$ cat config.mk
export PLATFORM = sky130hd
export DESIGN_NAME = drp_bank
export DESIGN_NICKNAME = d
export VERILOG_FILES = /design/src/rtl/drp_bank.v /design/src/rtl/drp_ratio.v
export VERILOG_INCLUDE_DIRS = /design/src /design/src/shared
export SDC_FILE = /design/constraint.sdc
export NUM_CORES = 1
export LEC_CHECK = 0
export BUFFER_PORTS_ARGS = -buffer_cell sky130_fd_sc_hd__buf_4
export CAP_MARGIN = 25
export CORE_MARGIN = 2
export CORE_UTILIZATION = 50
export DETAILED_ROUTE_END_ITERATION = 10
export PLACE_DENSITY_LB_ADDON = 0.2
export SYNTH_ARGS = -nofsm -noshare
export SYNTH_HDL_FRONTEND = slang
export SYNTH_SLANG_ARGS = --single-unit
export TNS_END_PERCENT = 50
$ cat constraint.sdc
create_clock -name clock -period 3.95 [get_ports clock]
set_input_delay 0.1975 -clock clock [delete_from_list [all_inputs] [get_ports clock]]
set_output_delay 0.1975 -clock clock [all_outputs]
set_load 0.01 [all_outputs]
$ cat src/shared/drp_defines.vh
// register map, field positions, reset values and limits of the reference profile bank
`ifndef DRP_DEFINES_VH
`define DRP_DEFINES_VH

// ----------------------------------------------------------------
// register indices (byte address on the bus is four times the index)
// ----------------------------------------------------------------
`define DRP_IDX_PRIO_EN 14'h0440
`define DRP_IDX_BW_LOW 14'h0441
`define DRP_IDX_BW_MID 14'h0442
`define DRP_IDX_FILT_BW_TOP 14'h0443
`define DRP_IDX_INT_LOW 14'h0444
`define DRP_IDX_INT_MID 14'h0445
`define DRP_IDX_INT_TOP 14'h0446
`define DRP_IDX_NUM_LOW 14'h0447
`define DRP_IDX_NUM_MID 14'h0448
`define DRP_IDX_NUM_HIGH 14'h0449
`define DRP_IDX_MOD_LOW 14'h044a
`define DRP_IDX_MOD_MID 14'h044b
`define DRP_IDX_MOD_HIGH 14'h044c
`define DRP_IDX_STATUS 14'h047f

// ----------------------------------------------------------------
// field positions
// ----------------------------------------------------------------
`define DRP_ENABLE_BIT 0
`define DRP_PRIO_MSB 2
`define DRP_PRIO_LSB 1
`define DRP_BW_TOP_BIT 0
`define DRP_FILTER_BIT 1
`define DRP_INT_TOP_MSB 1
`define DRP_ST_FRAC_BYPASS 0
`define DRP_ST_BW_ZERO 1
`define DRP_ST_FILTER_ADVICE 2
`define DRP_ST_NUM_GE_MOD 3
`define DRP_ST_ELIGIBLE 4

// ----------------------------------------------------------------
// reset values
// ----------------------------------------------------------------
`define DRP_RST_BYTE 8'h00
`define DRP_RST_PRIO 2'h0
`define DRP_RST_BW 17'h0_0000
`define DRP_RST_INT 18'h0_0000
`define DRP_RST_FRAC 24'h00_0000

// ----------------------------------------------------------------
// limits, bandwidth in steps of 0.1 Hz
// ----------------------------------------------------------------
`define DRP_BW_STEP_MHZ 100
`define DRP_HIGH_PM_ADVICE_HZ 2000
`define DRP_HIGH_PM_ADVICE 17'h0_4e20

`endif

$ cat src/rtl/drp_bank.v
// apb register bank for the first reference input profile of the first digital loop
//
// Overview of operation
// - bits 2:1 of first register set priority, 00 highest to 11 lowest, reset 00.
// - bit 0 of first register enables the reference as a lock source; reset off.
// - seventeen-bit bandwidth scale in 0.1 Hz steps over three registers, reset zero.
// - bit 1 of fourth register picks high phase margin filter; zero gives normal.
// - eighteen-bit integer divisor stored minus one; all zeros divides by one.
// - twenty-four-bit fractional numerator, low byte first, resets to zero.
// - twenty-four-bit modulus, low byte first; zero bypasses the fractional divider.
//
// The implementer's own choice: register access over APB.
`timescale 1ns/1ns
`default_nettype none
`include "drp_defines.vh"

module drp_bank #(
	parameter ADDR_W = 16,
	parameter BW_W = 17,
	parameter INT_W = 18,
	parameter FRAC_W = 24
) (
	input wire clock,
	input wire rst_n,
	input wire psel,
	input wire penable,
	input wire pwrite,
	input wire [ADDR_W-1:0] paddr,
	input wire [31:0] pwdata,
	output reg [31:0] prdata,
	output reg pready,
	output reg pslverr,
	output reg ref_lock_enable,
	output reg [1:0] ref_priority,
	output reg [BW_W-1:0] loop_bw_scale,
	output reg high_margin_filter,
	output reg [INT_W-1:0] integer_feedback_divisor,
	output reg [FRAC_W-1:0] fractional_numerator,
	output reg [FRAC_W-1:0] fractional_modulus,
	output wire [INT_W:0] ratio_integer,
	output wire [FRAC_W-1:0] ratio_numerator,
	output wire [FRAC_W-1:0] ratio_modulus,
	output wire frac_bypass,
	output reg bw_zero_warning
);

	// ----------------------------------------------------------------
	// address decode
	// ----------------------------------------------------------------
	// word aligned hit on a register index
	function hit;
		input [ADDR_W-1:0] addr;
		input [13:0] idx;
		begin
			hit = (addr[1:0] == 2'h0) && (addr[ADDR_W-1:2] == idx[ADDR_W-3:0]);
		end
	endfunction

	// byte lane read back, upper bits zero
	function [31:0] widen;
		input [7:0] val;
		begin
			widen = {24'h00_0000, val};
		end
	endfunction

	// zero scale test shared by the status bit and the warning
	function is_zero_scale;
		input [BW_W-1:0] val;
		begin
			is_zero_scale = (val == `DRP_RST_BW);
		end
	endfunction

	// ----------------------------------------------------------------
	// bank storage
	// ----------------------------------------------------------------
	reg [7:0] prio_en;
	reg [7:0] bw_low;
	reg [7:0] bw_mid;
	reg [7:0] filt_bw_top;
	reg [7:0] int_low;
	reg [7:0] int_mid;
	reg [7:0] int_top;
	reg [7:0] num_low;
	reg [7:0] num_mid;
	reg [7:0] num_high;
	reg [7:0] mod_low;
	reg [7:0] mod_mid;
	reg [7:0] mod_high;
	reg [7:0] status;

	wire access;
	wire wr_now;
	wire rd_now;
	wire mapped;
	wire writable;
	wire num_ge_mod;
	reg [31:0] next_prdata;

	// access phase that has not yet been answered
	assign access = psel && penable && !pready;
	// the write lands on the edge that also sees pready high
	assign wr_now = psel && penable && pready && pwrite && writable;
	assign rd_now = access && !pwrite;

	assign writable = hit(paddr, `DRP_IDX_PRIO_EN) || hit(paddr, `DRP_IDX_BW_LOW) ||
		hit(paddr, `DRP_IDX_BW_MID) || hit(paddr, `DRP_IDX_FILT_BW_TOP) ||
		hit(paddr, `DRP_IDX_INT_LOW) || hit(paddr, `DRP_IDX_INT_MID) ||
		hit(paddr, `DRP_IDX_INT_TOP) || hit(paddr, `DRP_IDX_NUM_LOW) ||
		hit(paddr, `DRP_IDX_NUM_MID) || hit(paddr, `DRP_IDX_NUM_HIGH) ||
		hit(paddr, `DRP_IDX_MOD_LOW) || hit(paddr, `DRP_IDX_MOD_MID) ||
		hit(paddr, `DRP_IDX_MOD_HIGH);
	assign mapped = writable || hit(paddr, `DRP_IDX_STATUS);

	// ----------------------------------------------------------------
	// bus handshake
	// ----------------------------------------------------------------
	// one wait state: pready rises the cycle after the access phase opens
	always @(posedge clock or negedge rst_n) begin
		if (!rst_n) begin
			pready <= 1'b0;
			pslverr <= 1'b0;
		end else begin
			pready <= access;
			// unmapped, misaligned, or write to the read-only status word
			pslverr <= access && (!mapped || (pwrite && !writable));
		end
	end

	// ----------------------------------------------------------------
	// register writes
	// ----------------------------------------------------------------
	// reserved bits are not stored so they read as zero
	always @(posedge clock or negedge rst_n) begin
		if (!rst_n) begin
			prio_en <= `DRP_RST_BYTE;
			bw_low <= `DRP_RST_BYTE;
			bw_mid <= `DRP_RST_BYTE;
			filt_bw_top <= `DRP_RST_BYTE;
			int_low <= `DRP_RST_BYTE;
			int_mid <= `DRP_RST_BYTE;
			int_top <= `DRP_RST_BYTE;
			num_low <= `DRP_RST_BYTE;
			num_mid <= `DRP_RST_BYTE;
			num_high <= `DRP_RST_BYTE;
			mod_low <= `DRP_RST_BYTE;
			mod_mid <= `DRP_RST_BYTE;
			mod_high <= `DRP_RST_BYTE;
		end else if (wr_now) begin
			if (hit(paddr, `DRP_IDX_PRIO_EN)) begin
				prio_en <= {5'h00, pwdata[2:0]};
			end
			if (hit(paddr, `DRP_IDX_BW_LOW)) begin
				bw_low <= pwdata[7:0];
			end
			if (hit(paddr, `DRP_IDX_BW_MID)) begin
				bw_mid <= pwdata[7:0];
			end
			// filter select with bandwidth top bit
			if (hit(paddr, `DRP_IDX_FILT_BW_TOP)) begin
				filt_bw_top <= {6'h00, pwdata[1:0]};
			end
			if (hit(paddr, `DRP_IDX_INT_LOW)) begin
				int_low <= pwdata[7:0];
			end
			if (hit(paddr, `DRP_IDX_INT_MID)) begin
				int_mid <= pwdata[7:0];
			end
			if (hit(paddr, `DRP_IDX_INT_TOP)) begin
				int_top <= {6'h00, pwdata[1:0]};
			end
			if (hit(paddr, `DRP_IDX_NUM_LOW)) begin
				num_low <= pwdata[7:0];
			end
			if (hit(paddr, `DRP_IDX_NUM_MID)) begin
				num_mid <= pwdata[7:0];
			end
			if (hit(paddr, `DRP_IDX_NUM_HIGH)) begin
				num_high <= pwdata[7:0];
			end
			if (hit(paddr, `DRP_IDX_MOD_LOW)) begin
				mod_low <= pwdata[7:0];
			end
			if (hit(paddr, `DRP_IDX_MOD_MID)) begin
				mod_mid <= pwdata[7:0];
			end
			if (hit(paddr, `DRP_IDX_MOD_HIGH)) begin
				mod_high <= pwdata[7:0];
			end
		end
	end

	// ----------------------------------------------------------------
	// loop-facing fields
	// ----------------------------------------------------------------
	// fields follow the bank one cycle later; a multi-byte field is seen
	// byte by byte, so software should disable the reference while editing
	always @(posedge clock or negedge rst_n) begin
		if (!rst_n) begin
			ref_lock_enable <= 1'b0;
			ref_priority <= `DRP_RST_PRIO;
			loop_bw_scale <= `DRP_RST_BW;
			high_margin_filter <= 1'b0;
			integer_feedback_divisor <= `DRP_RST_INT;
			fractional_numerator <= `DRP_RST_FRAC;
			fractional_modulus <= `DRP_RST_FRAC;
		end else begin
			ref_lock_enable <= prio_en[`DRP_ENABLE_BIT];
			ref_priority <= prio_en[`DRP_PRIO_MSB:`DRP_PRIO_LSB];
			loop_bw_scale <= {filt_bw_top[`DRP_BW_TOP_BIT], bw_mid, bw_low};
			high_margin_filter <= filt_bw_top[`DRP_FILTER_BIT];
			integer_feedback_divisor <= {int_top[`DRP_INT_TOP_MSB:0], int_mid, int_low};
			fractional_numerator <= {num_high, num_mid, num_low};
			fractional_modulus <= {mod_high, mod_mid, mod_low};
		end
	end

	// ----------------------------------------------------------------
	// effective ratio
	// ----------------------------------------------------------------
	// ratio from assembled fields
	drp_ratio #(
		.INT_W(INT_W),
		.FRAC_W(FRAC_W)
	) u_ratio (
		.clock(clock),
		.rst_n(rst_n),
		.int_field(integer_feedback_divisor),
		.num_field(fractional_numerator),
		.mod_field(fractional_modulus),
		.ratio_integer(ratio_integer),
		.ratio_numerator(ratio_numerator),
		.ratio_modulus(ratio_modulus),
		.frac_bypass(frac_bypass),
		.num_ge_mod(num_ge_mod)
	);

	// ----------------------------------------------------------------
	// status word
	// ----------------------------------------------------------------
	// software misuse is reported, not corrected: the loop keeps what was written
	always @(posedge clock or negedge rst_n) begin
		if (!rst_n) begin
			status <= `DRP_RST_BYTE;
			bw_zero_warning <= 1'b0;
		end else begin
			status[`DRP_ST_FRAC_BYPASS] <= frac_bypass;
			status[`DRP_ST_BW_ZERO] <= is_zero_scale(loop_bw_scale);
			status[`DRP_ST_FILTER_ADVICE] <= (loop_bw_scale > `DRP_HIGH_PM_ADVICE) &&
				!high_margin_filter;
			status[`DRP_ST_NUM_GE_MOD] <= num_ge_mod;
			status[`DRP_ST_ELIGIBLE] <= ref_lock_enable;
			// spare bits read as zero
			status[7:5] <= 3'h0;
			bw_zero_warning <= ref_lock_enable && is_zero_scale(loop_bw_scale);
		end
	end

	// ----------------------------------------------------------------
	// read back
	// ----------------------------------------------------------------
	// unmapped reads return zero
	always @* begin
		next_prdata = 32'h0000_0000;
		if (hit(paddr, `DRP_IDX_PRIO_EN)) begin
			next_prdata = widen(prio_en);
		end
		if (hit(paddr, `DRP_IDX_BW_LOW)) begin
			next_prdata = widen(bw_low);
		end
		if (hit(paddr, `DRP_IDX_BW_MID)) begin
			next_prdata = widen(bw_mid);
		end
		if (hit(paddr, `DRP_IDX_FILT_BW_TOP)) begin
			next_prdata = widen(filt_bw_top);
		end
		if (hit(paddr, `DRP_IDX_INT_LOW)) begin
			next_prdata = widen(int_low);
		end
		if (hit(paddr, `DRP_IDX_INT_MID)) begin
			next_prdata = widen(int_mid);
		end
		if (hit(paddr, `DRP_IDX_INT_TOP)) begin
			next_prdata = widen(int_top);
		end
		if (hit(paddr, `DRP_IDX_NUM_LOW)) begin
			next_prdata = widen(num_low);
		end
		if (hit(paddr, `DRP_IDX_NUM_MID)) begin
			next_prdata = widen(num_mid);
		end
		if (hit(paddr, `DRP_IDX_NUM_HIGH)) begin
			next_prdata = widen(num_high);
		end
		if (hit(paddr, `DRP_IDX_MOD_LOW)) begin
			next_prdata = widen(mod_low);
		end
		if (hit(paddr, `DRP_IDX_MOD_MID)) begin
			next_prdata = widen(mod_mid);
		end
		if (hit(paddr, `DRP_IDX_MOD_HIGH)) begin
			next_prdata = widen(mod_high);
		end
		if (hit(paddr, `DRP_IDX_STATUS)) begin
			next_prdata = widen(status);
		end
	end

	// read data captured with pready so it is stable at the sampling edge
	always @(posedge clock or negedge rst_n) begin
		if (!rst_n) begin
			prdata <= 32'h0000_0000;
		end else if (rd_now) begin
			prdata <= next_prdata;
		end else if (access) begin
			prdata <= 32'h0000_0000;
		end
	end

endmodule
`default_nettype wire

$ cat src/rtl/drp_ratio.v
// effective feedback division ratio built from the stored divider fields
`timescale 1ns/1ns
`default_nettype none
`include "drp_defines.vh"

module drp_ratio #(
	parameter INT_W = 18,
	parameter FRAC_W = 24
) (
	input wire clock,
	input wire rst_n,
	input wire [INT_W-1:0] int_field,
	input wire [FRAC_W-1:0] num_field,
	input wire [FRAC_W-1:0] mod_field,
	output reg [INT_W:0] ratio_integer,
	output reg [FRAC_W-1:0] ratio_numerator,
	output reg [FRAC_W-1:0] ratio_modulus,
	output reg frac_bypass,
	output reg num_ge_mod
);

	// ----------------------------------------------------------------
	// ratio registers
	// ----------------------------------------------------------------
	wire mod_zero;
	assign mod_zero = (mod_field == {FRAC_W{1'b0}});

	// one cycle behind the fields, two behind the bank; a half-built field passes into the ratio as it is
	always @(posedge clock or negedge rst_n) begin
		if (!rst_n) begin
			ratio_integer <= {{INT_W{1'b0}}, 1'b1};
			ratio_numerator <= {FRAC_W{1'b0}};
			ratio_modulus <= {FRAC_W{1'b0}};
			frac_bypass <= 1'b1;
			num_ge_mod <= 1'b0;
		end else begin
			ratio_integer <= {1'b0, int_field} + {{INT_W{1'b0}}, 1'b1};
			frac_bypass <= mod_zero;
			ratio_numerator <= mod_zero ? {FRAC_W{1'b0}} : num_field;
			ratio_modulus <= mod_field;
			// an improper fraction is legal but worth flagging
			num_ge_mod <= !mod_zero && (num_field >= mod_field);
		end
	end

endmodule
`default_nettype wire

==> results of run 1 <==
## how the worst min path moves through the flow
| stage | end | slack (ns) |
|---|---|---|
| floorplan | bw_low[0] | -0.1 |
| global placement | u_ratio.ratio_modulus[12] | 0.29 |
| detailed placement | u_ratio.ratio_modulus[12] | 0.29 |
| CTS | pslverr | 0.001 |
| global route | pslverr | 0.02 |
| finish | pslverr | 0.01 |
## synth_stat cells, types with 8 or more instances
cell | instances | area share [%]
xnor2_1 | 9 | 0.76
nor4_1 | 9 | 0.55
and3_1 | 8 | 0.48
inv_1 | 34 | 1.2
nor2b_1 | 27 | 1.6
buf_4 | 26 | 1.9
dfrtp_1 | 257 | 62
ha_1 | 25 | 3.0
mux2_2 | 89 | 9.7
nand3_1 | 22 | 1.1
a22oi_1 | 11 | 0.80
nor3_1 | 12 | 0.58
nor2_1 | 33 | 1.2
nand2_1 | 31 | 1.1
clkbuf_1 | 13 | 0.47
a21o_1 | 10 | 0.73
o21ai_0 | 18 | 0.87
o211ai_1 | 8 | 0.58
a21oi_1 | 28 | 1.4
## power by group through the flow
stage	Clock [W]	Sequential [W]	Combinational, W
3_3_place_gp	0	0.00270	0.000176
4_1_cts	0.00267	0.00265	0.000179
2_1_floorplan	0	0.00270	0.0000841
5_1_grt	0.00280	0.00265	0.000197
6_report	0.00264	0.00265	0.000178
3_5_place_dp	0	0.00270	0.000177
## logic make-up after synthesis
family                     Yosys count  synth area share (%)
xor gates and xnor gates            16                  1.36
other                                1                0.0363
adders and majority gates           25                  3.03
AOI/OAI and AO/OA                  115                  7.55
buffers and inverters               84                  4.05
and+or+nand+nor                    197                  11.2
muxes                               91                  9.90
DFF                                259                  62.8
## tightest hold or removal path: stages
cell and delay, ns:
buf_4 0.13, nor2_1 0.10, nor3_1 0.06
## cell type report
type / count / area (µm²) / area share (%)
clock inverters: 14 / 188 / 1.45
multi-input cells: 468 / 3510 / 27.1
well taps: 270 / 338 / 2.61
flip-flops and latches: 259 / 6480 / 50.1
repair buffers: 201 / 1550 / 12.0
inverters: 34 / 128 / 0.986
clock buffers: 34 / 752 / 5.81
## layer usage
metal	up-vias	track usage, %	wire length (µm)
met3	59	4.48	1980
met2	342	39.3	12600
met4	0	7.50	784
met1	3559	34.5	11400
met5	-	0	0
li1	3175	-	-
## placed cells by master (no fill, tap or decap), types with 6 or more instances in the layout
master and count:
buf_4 195, nand3_1 22, a21o_1 10, xor2_1 7, nor2b_1 27, nor4_1 9, ha_1 25, xnor2_1 9
clkbuf_16 27, nand4_1 6, o21ai_0 18, a22oi_1 11, and3_1 8, inv_1 34, nor3_1 12, dfrtp_1 257
mux2_2 89, a21oi_1 28, nor2_1 32, nand2_1 31, and2_1 7, conb_1 24, o211ai_1 8, o22ai_1 7
## timing repair
action,in CTS,in global routing
hold buffers,1,0
setup buffers,0,0
endpoints found under the setup margin,0,0
endpoints found under the hold margin,104,0
## state kept, by name (all words and copies together), names as in the netlist, 2 cells and up
signal                    flops
integer_feedback_divisor     18
fractional_numerator         24
u_ratio.ratio_modulus        24
u_ratio.ratio_numerator      24
fractional_modulus           24
loop_bw_scale                17
num_mid                       8
bw_mid                        8
num_low                       8
mod_mid                       8
mod_low                       8
status                        5
prdata                        8
int_top                       2
bw_low                        8
int_low                       8
filt_bw_top                   2
mod_high                      8
int_mid                       8
ref_priority                  2
prio_en                       3
num_high                      8
u_ratio.ratio_integer        19
## metrics by stage
stage | hold slack (ns) | std cells
final | 0.0130 | 1280
after global routing | 0.0249 | 1280
after CTS | 0.00121 | 1279
after detailed placement | 0.292 | 1230
after global placement | 0.291 | 1229
after floorplan | -0.0981 | 811
==> reports/qor.csv, run 1 <==
metric,value,unit
grt ovf,0,
Final Slew Violations,0,
Seq cells post-synth,259,
max incr delay on CP,0.76,ns
Final min period,2.52,ns
# clock sinks,259,
clock power share,48.3,%
flop-to-flop setup slack,1.43,ns
initial antenna violation count,0,
die height,148,µm
Pleak,6.70,nW
share of layout cells above drive strength 1,35.4,%
Mapped Cells,788,
Die W,148,µm
"Core Util, Final",64.0,%
TNS Setup,0,ns
Buf/Inv on CP,0,
Reg-to-Reg End,prdata[7],
Post-synth EDFFs,0,
yosys warns,0,
Hold Path Depth,3,
"CP delay by family, top",simple AND/OR/NAND/NOR gates,
# setup viols final,0,
post-route ant nets,0,
GRT Total Usage,24.5,%
RR Startpoint,pready,
Critical Path End,prdata[7],
actual slew at the worst max-slew pin,0.849,ns
internal power,0.00431,W
Synth Flop Type,dfrtp_1,
pre-CTS setup slack,1.06,ns
core area,20200,µm²
via count,7135,
n_diodes,0,
I/O Buffers,194,
final RePlAce weighted congestion,0.923,
number of global-route vias before repair,7058,
Initial Util,51.0,%
Crit Path Max Fanout,11,
Net Sw Power,0.00117,W
sequential cell fraction of total power,48.5,%
# DRC,0,
ys async rst share,100,%
max cap viols,0,
first-pass GRT wire length,41.1,mm
largest net degree at the start of global routing,108,
Pwr Total,0.00547,W
drt total wl,26.8,mm
worst clock skew,0.0114,ns
CTS tree,yes,
number of H-tree levels,1,
hold_sp,pwrite,
clk slew on worst S/H paths,0.06,ns
Crit Path Class,reg -> reg,
clk_lat worst skew,0.53,ns
Worst setup startpoint,pready,
"Distinct cells, synth",66,
die area,21800,µm²
CP required,4.40,ns
WL/cell,20.9,µm
crit path launch type,flop,
Syn Area/Cell,13.1,µm²
Worst EP arrival,2.97,ns
worst-path cell chain,"nand3b_1, nor2_1, o211ai_1, or3_1, o21ai_0",
std cell rows,52,
"Seq/Total Area, Yosys",62.8,%
Area Overhead vs Synth,25.4,%
status,"finished, final reports clean",
Reg2Reg Depth,5,
setup slack after layout,1.43,ns
Critical Path Stages,5,
HP Class,in -> reg,
fmax,0.397,GHz
final hold violation count,0,
pwr dens,423,nW/µm²
headroom to the max-slew limit,42.6,%
clock buffer depth,3,
CP max-delay cell,nor2_1,
final instance area,12900,µm²
DRT Pass-1 Iters,5,
RSZ-0062 raised after global routing,no,
Switching Fraction,21.3,%
clk root buf,clkbuf_16,
Comb pwr share,3.3,%
final-stage net count,1068,
fin crit share,63.8,%
fill cell count,1584,
placed cell area,12000,µm²
post-CTS sizing,0,
CP endpoint kind,flop,
worst vdd ir,0.289,mV
CTS buffer count,26,
I/O pin cnt,243,
HPWL after detailed placement,19.2,mm
Vias/cell,5.57,
drt first-iter violations,587,
Mapped Area,10300,µm²
(Power assumes the default switching activity.)
==> run 2: changes to the inputs <==
clock period = 2.5 ns   (was 3.95 ns; I/O delays follow)
==> run 2 against run 1 <==
Net effect: cell area grew 1.2%; total power up 55%; critical path depth grew 3; via count grew 1.1%.
==> reports/qor.csv, run 2 (synthesized netlist as in run 1, its figures left out) <==
metric,value,unit,change
status,"finished, final reports clean",,
CTS buffer count,26,,unchanged
CTS tree,yes,,
die height,148,µm,unchanged
Vias/cell,5.54,,-0.54%
WL/cell,20.5,µm,-2.0%
share of layout cells above drive strength 1,36.0,%,+0.54 points
grt met2 use,39.6,%,+0.37 points
Crit Path Class,reg -> reg,,
final hold violation count,0,,unchanged
via count,7213,,+1.1%
Post-CTS Setup Repair Bufs,0,,unchanged
"most common cell after layout, fill and taps aside",dfrtp_1,,
DRT Pass-1 Iters,7,,+2
Hold WS,0.00758,ns,-0.00538 ns
GRT Total Usage,24.7,%,+0.22 points
clock buffer depth,3,,unchanged
I/O Buffers,194,,unchanged
# clock sinks,259,,unchanged
post-CTS sizing,0,,unchanged
# DRC,0,,unchanged
post-route ant nets,0,,unchanged
Crit Path Max Fanout,4,,-7
n_diodes,0,,unchanged
Worst EP arrival,2.53,ns,-0.44 ns
Initial Util,51.0,%,unchanged
Pleak,6.80,nW,+1.4%
clk_lat worst skew,0.53,ns,about the same
worst clock skew,0.0212,ns,+0.00977 ns
die area,21800,µm²,unchanged
Final min period,2.11,ns,-0.410 ns
"Core Util, Final",64.8,%,+0.79 points
actual slew at the worst max-slew pin,0.684,ns,-0.166 ns
# setup viols final,0,,unchanged
number of H-tree levels,1,,unchanged
grt peak-use layer,met2,,
HP Class,in -> reg,,
final-stage net count,1089,,+2.0%
Area Overhead vs Synth,27.0,%,
fin crit share,84.4,%,+21 points
M1 GR Usage,35.9,%,+1.4 points
final RePlAce weighted congestion,0.923,,about the same
core area,20200,µm²,unchanged
largest net degree at the start of global routing,71,,-34%
clk root buf,clkbuf_16,,
std cell rows,52,,unchanged
drt first-iter violations,470,,-20%
TNS Setup,0,ns,unchanged
Post-CTS Hold Fix Bufs,5,,+4
I/O pin cnt,243,,unchanged
clk slew on worst S/H paths,0.07,ns,about the same
Die W,148,µm,unchanged
RSZ-0062 raised after global routing,no,,
grt ovf,0,,unchanged
pwr dens,649,nW/µm²,+53%
global routing usage on met3,3.92,%,-0.56 points
crit path launch type,flop,,
drt total wl,26.7,mm,-0.35%
fmax,0.474,GHz,+19%
first-pass GRT wire length,41.6,mm,+1.2%
"commonest non-fill, non-tap cells in the layout","257 x dfrtp_1, 212 x buf_4, 89 x mux2_2, 34 x inv_1, 32 x nor2_1",,
headroom to the max-slew limit,54.1,%,+11 points
CP endpoint kind,flop,,
max cap viols,0,,unchanged
Final Slew Violations,0,,unchanged
worst vdd ir,0.481,mV,+66%
CP required,2.91,ns,-1.49 ns
initial antenna violation count,0,,unchanged
number of global-route vias before repair,7114,,+0.79%
HPWL after detailed placement,19.7,mm,+2.4%
-- run 2: changes by cell type in the layout (fill, tap and decap cells not counted) --
| cell | before | now |
|---|---|---|
| clkbuf_2 | 1 | 0 |
| buf_4 | 195 | 212 |
| bufinv_16 | 4 | 2 |
| buf_12 | 2 | 4 |
| dlygate4sd3_1 | 1 | 5 |
| clkinvlp_4 | 3 | 2 |
| buf_8 | 2 | 1 |
| inv_8 | 1 | 0 |
| clkbuf_1 | 2 | 6 |
| clkinv_2 | 5 | 1 |
| clkbuf_8 | 5 | 9 |
-- run 2: worst max-delay path, cell delays in order (launching register included) --
cell	delay (ns)
dfrtp_1	0.40
inv_1	0.07
ha_1	0.30
a21o_1	0.19
a2111oi_0	0.42
o21a_1	0.18
o211ai_1	0.11
o21ai_0	0.23
a21oi_1	0.10
-- run 2: final timing paths --
path / slack (ns) / from / to / cells past startpoint
max: 0.39 / fractional_modulus[4] / u_ratio.num_ge_mod / 8
min: 0.008 / pwdata[6] / mod_low[6] / 2
max in group asynchronous: 1.59 / rst_n / u_ratio.ratio_integer[0] / 3
min reg2reg: 0.37 / u_ratio.num_ge_mod / status[3] / 0
max reg2reg: 0.39 / fractional_modulus[4] / u_ratio.num_ge_mod / 8
min in group asynchronous: 0.15 / rst_n / u_ratio.ratio_modulus[11] / 2
-- run 2: metal layers --
| metal | vias to the layer above | wire length [µm] |
|---|---|---|
| met5 | - | 0 |
| met4 | 0 | 634 |
| met3 | 45 | 1800 |
| met2 | 302 | 12600 |
| met1 | 3657 | 11600 |
| li1 | 3209 | - |
-- run 2: layout make-up --
class | count | area, µm²
repair buffers | 222 | 1740
flip-flops and latches | 259 | 6480
clock inverters | 6 | 88.8
well taps | 270 | 338
fillers | 1546 | 7130
inverters | 34 | 128
multi-input cells | 468 | 3510
clock buffers | 42 | 822
-- run 2: power breakdown --
part	leakage [nW]	switching [W]	total [W]	internal (W)
Combinational	2.75	0.000215	0.000298	0.0000833
Sequential	3.60	0.00000108	0.00420	0.00419
Clock	0.441	0.00156	0.00401	0.00245
-- run 2: metrics by stage --
stage | cells | worst slack, ns | cell area (µm²) | total power [W]
4_1_cts | 1301 | 0.384 | 13100 | 0.00858
3_3_place_gp | 1248 | 0.388 | 12100 | 0.00456
5_1_grt | 1301 | 0.231 | 13100 | 0.00878
6_report | 1301 | 0.389 | 13100 | 0.00850
3_5_place_dp | 1248 | 0.368 | 12100 | 0.00456
2_1_floorplan | 811 | 0.584 | 10400 | 0.00441
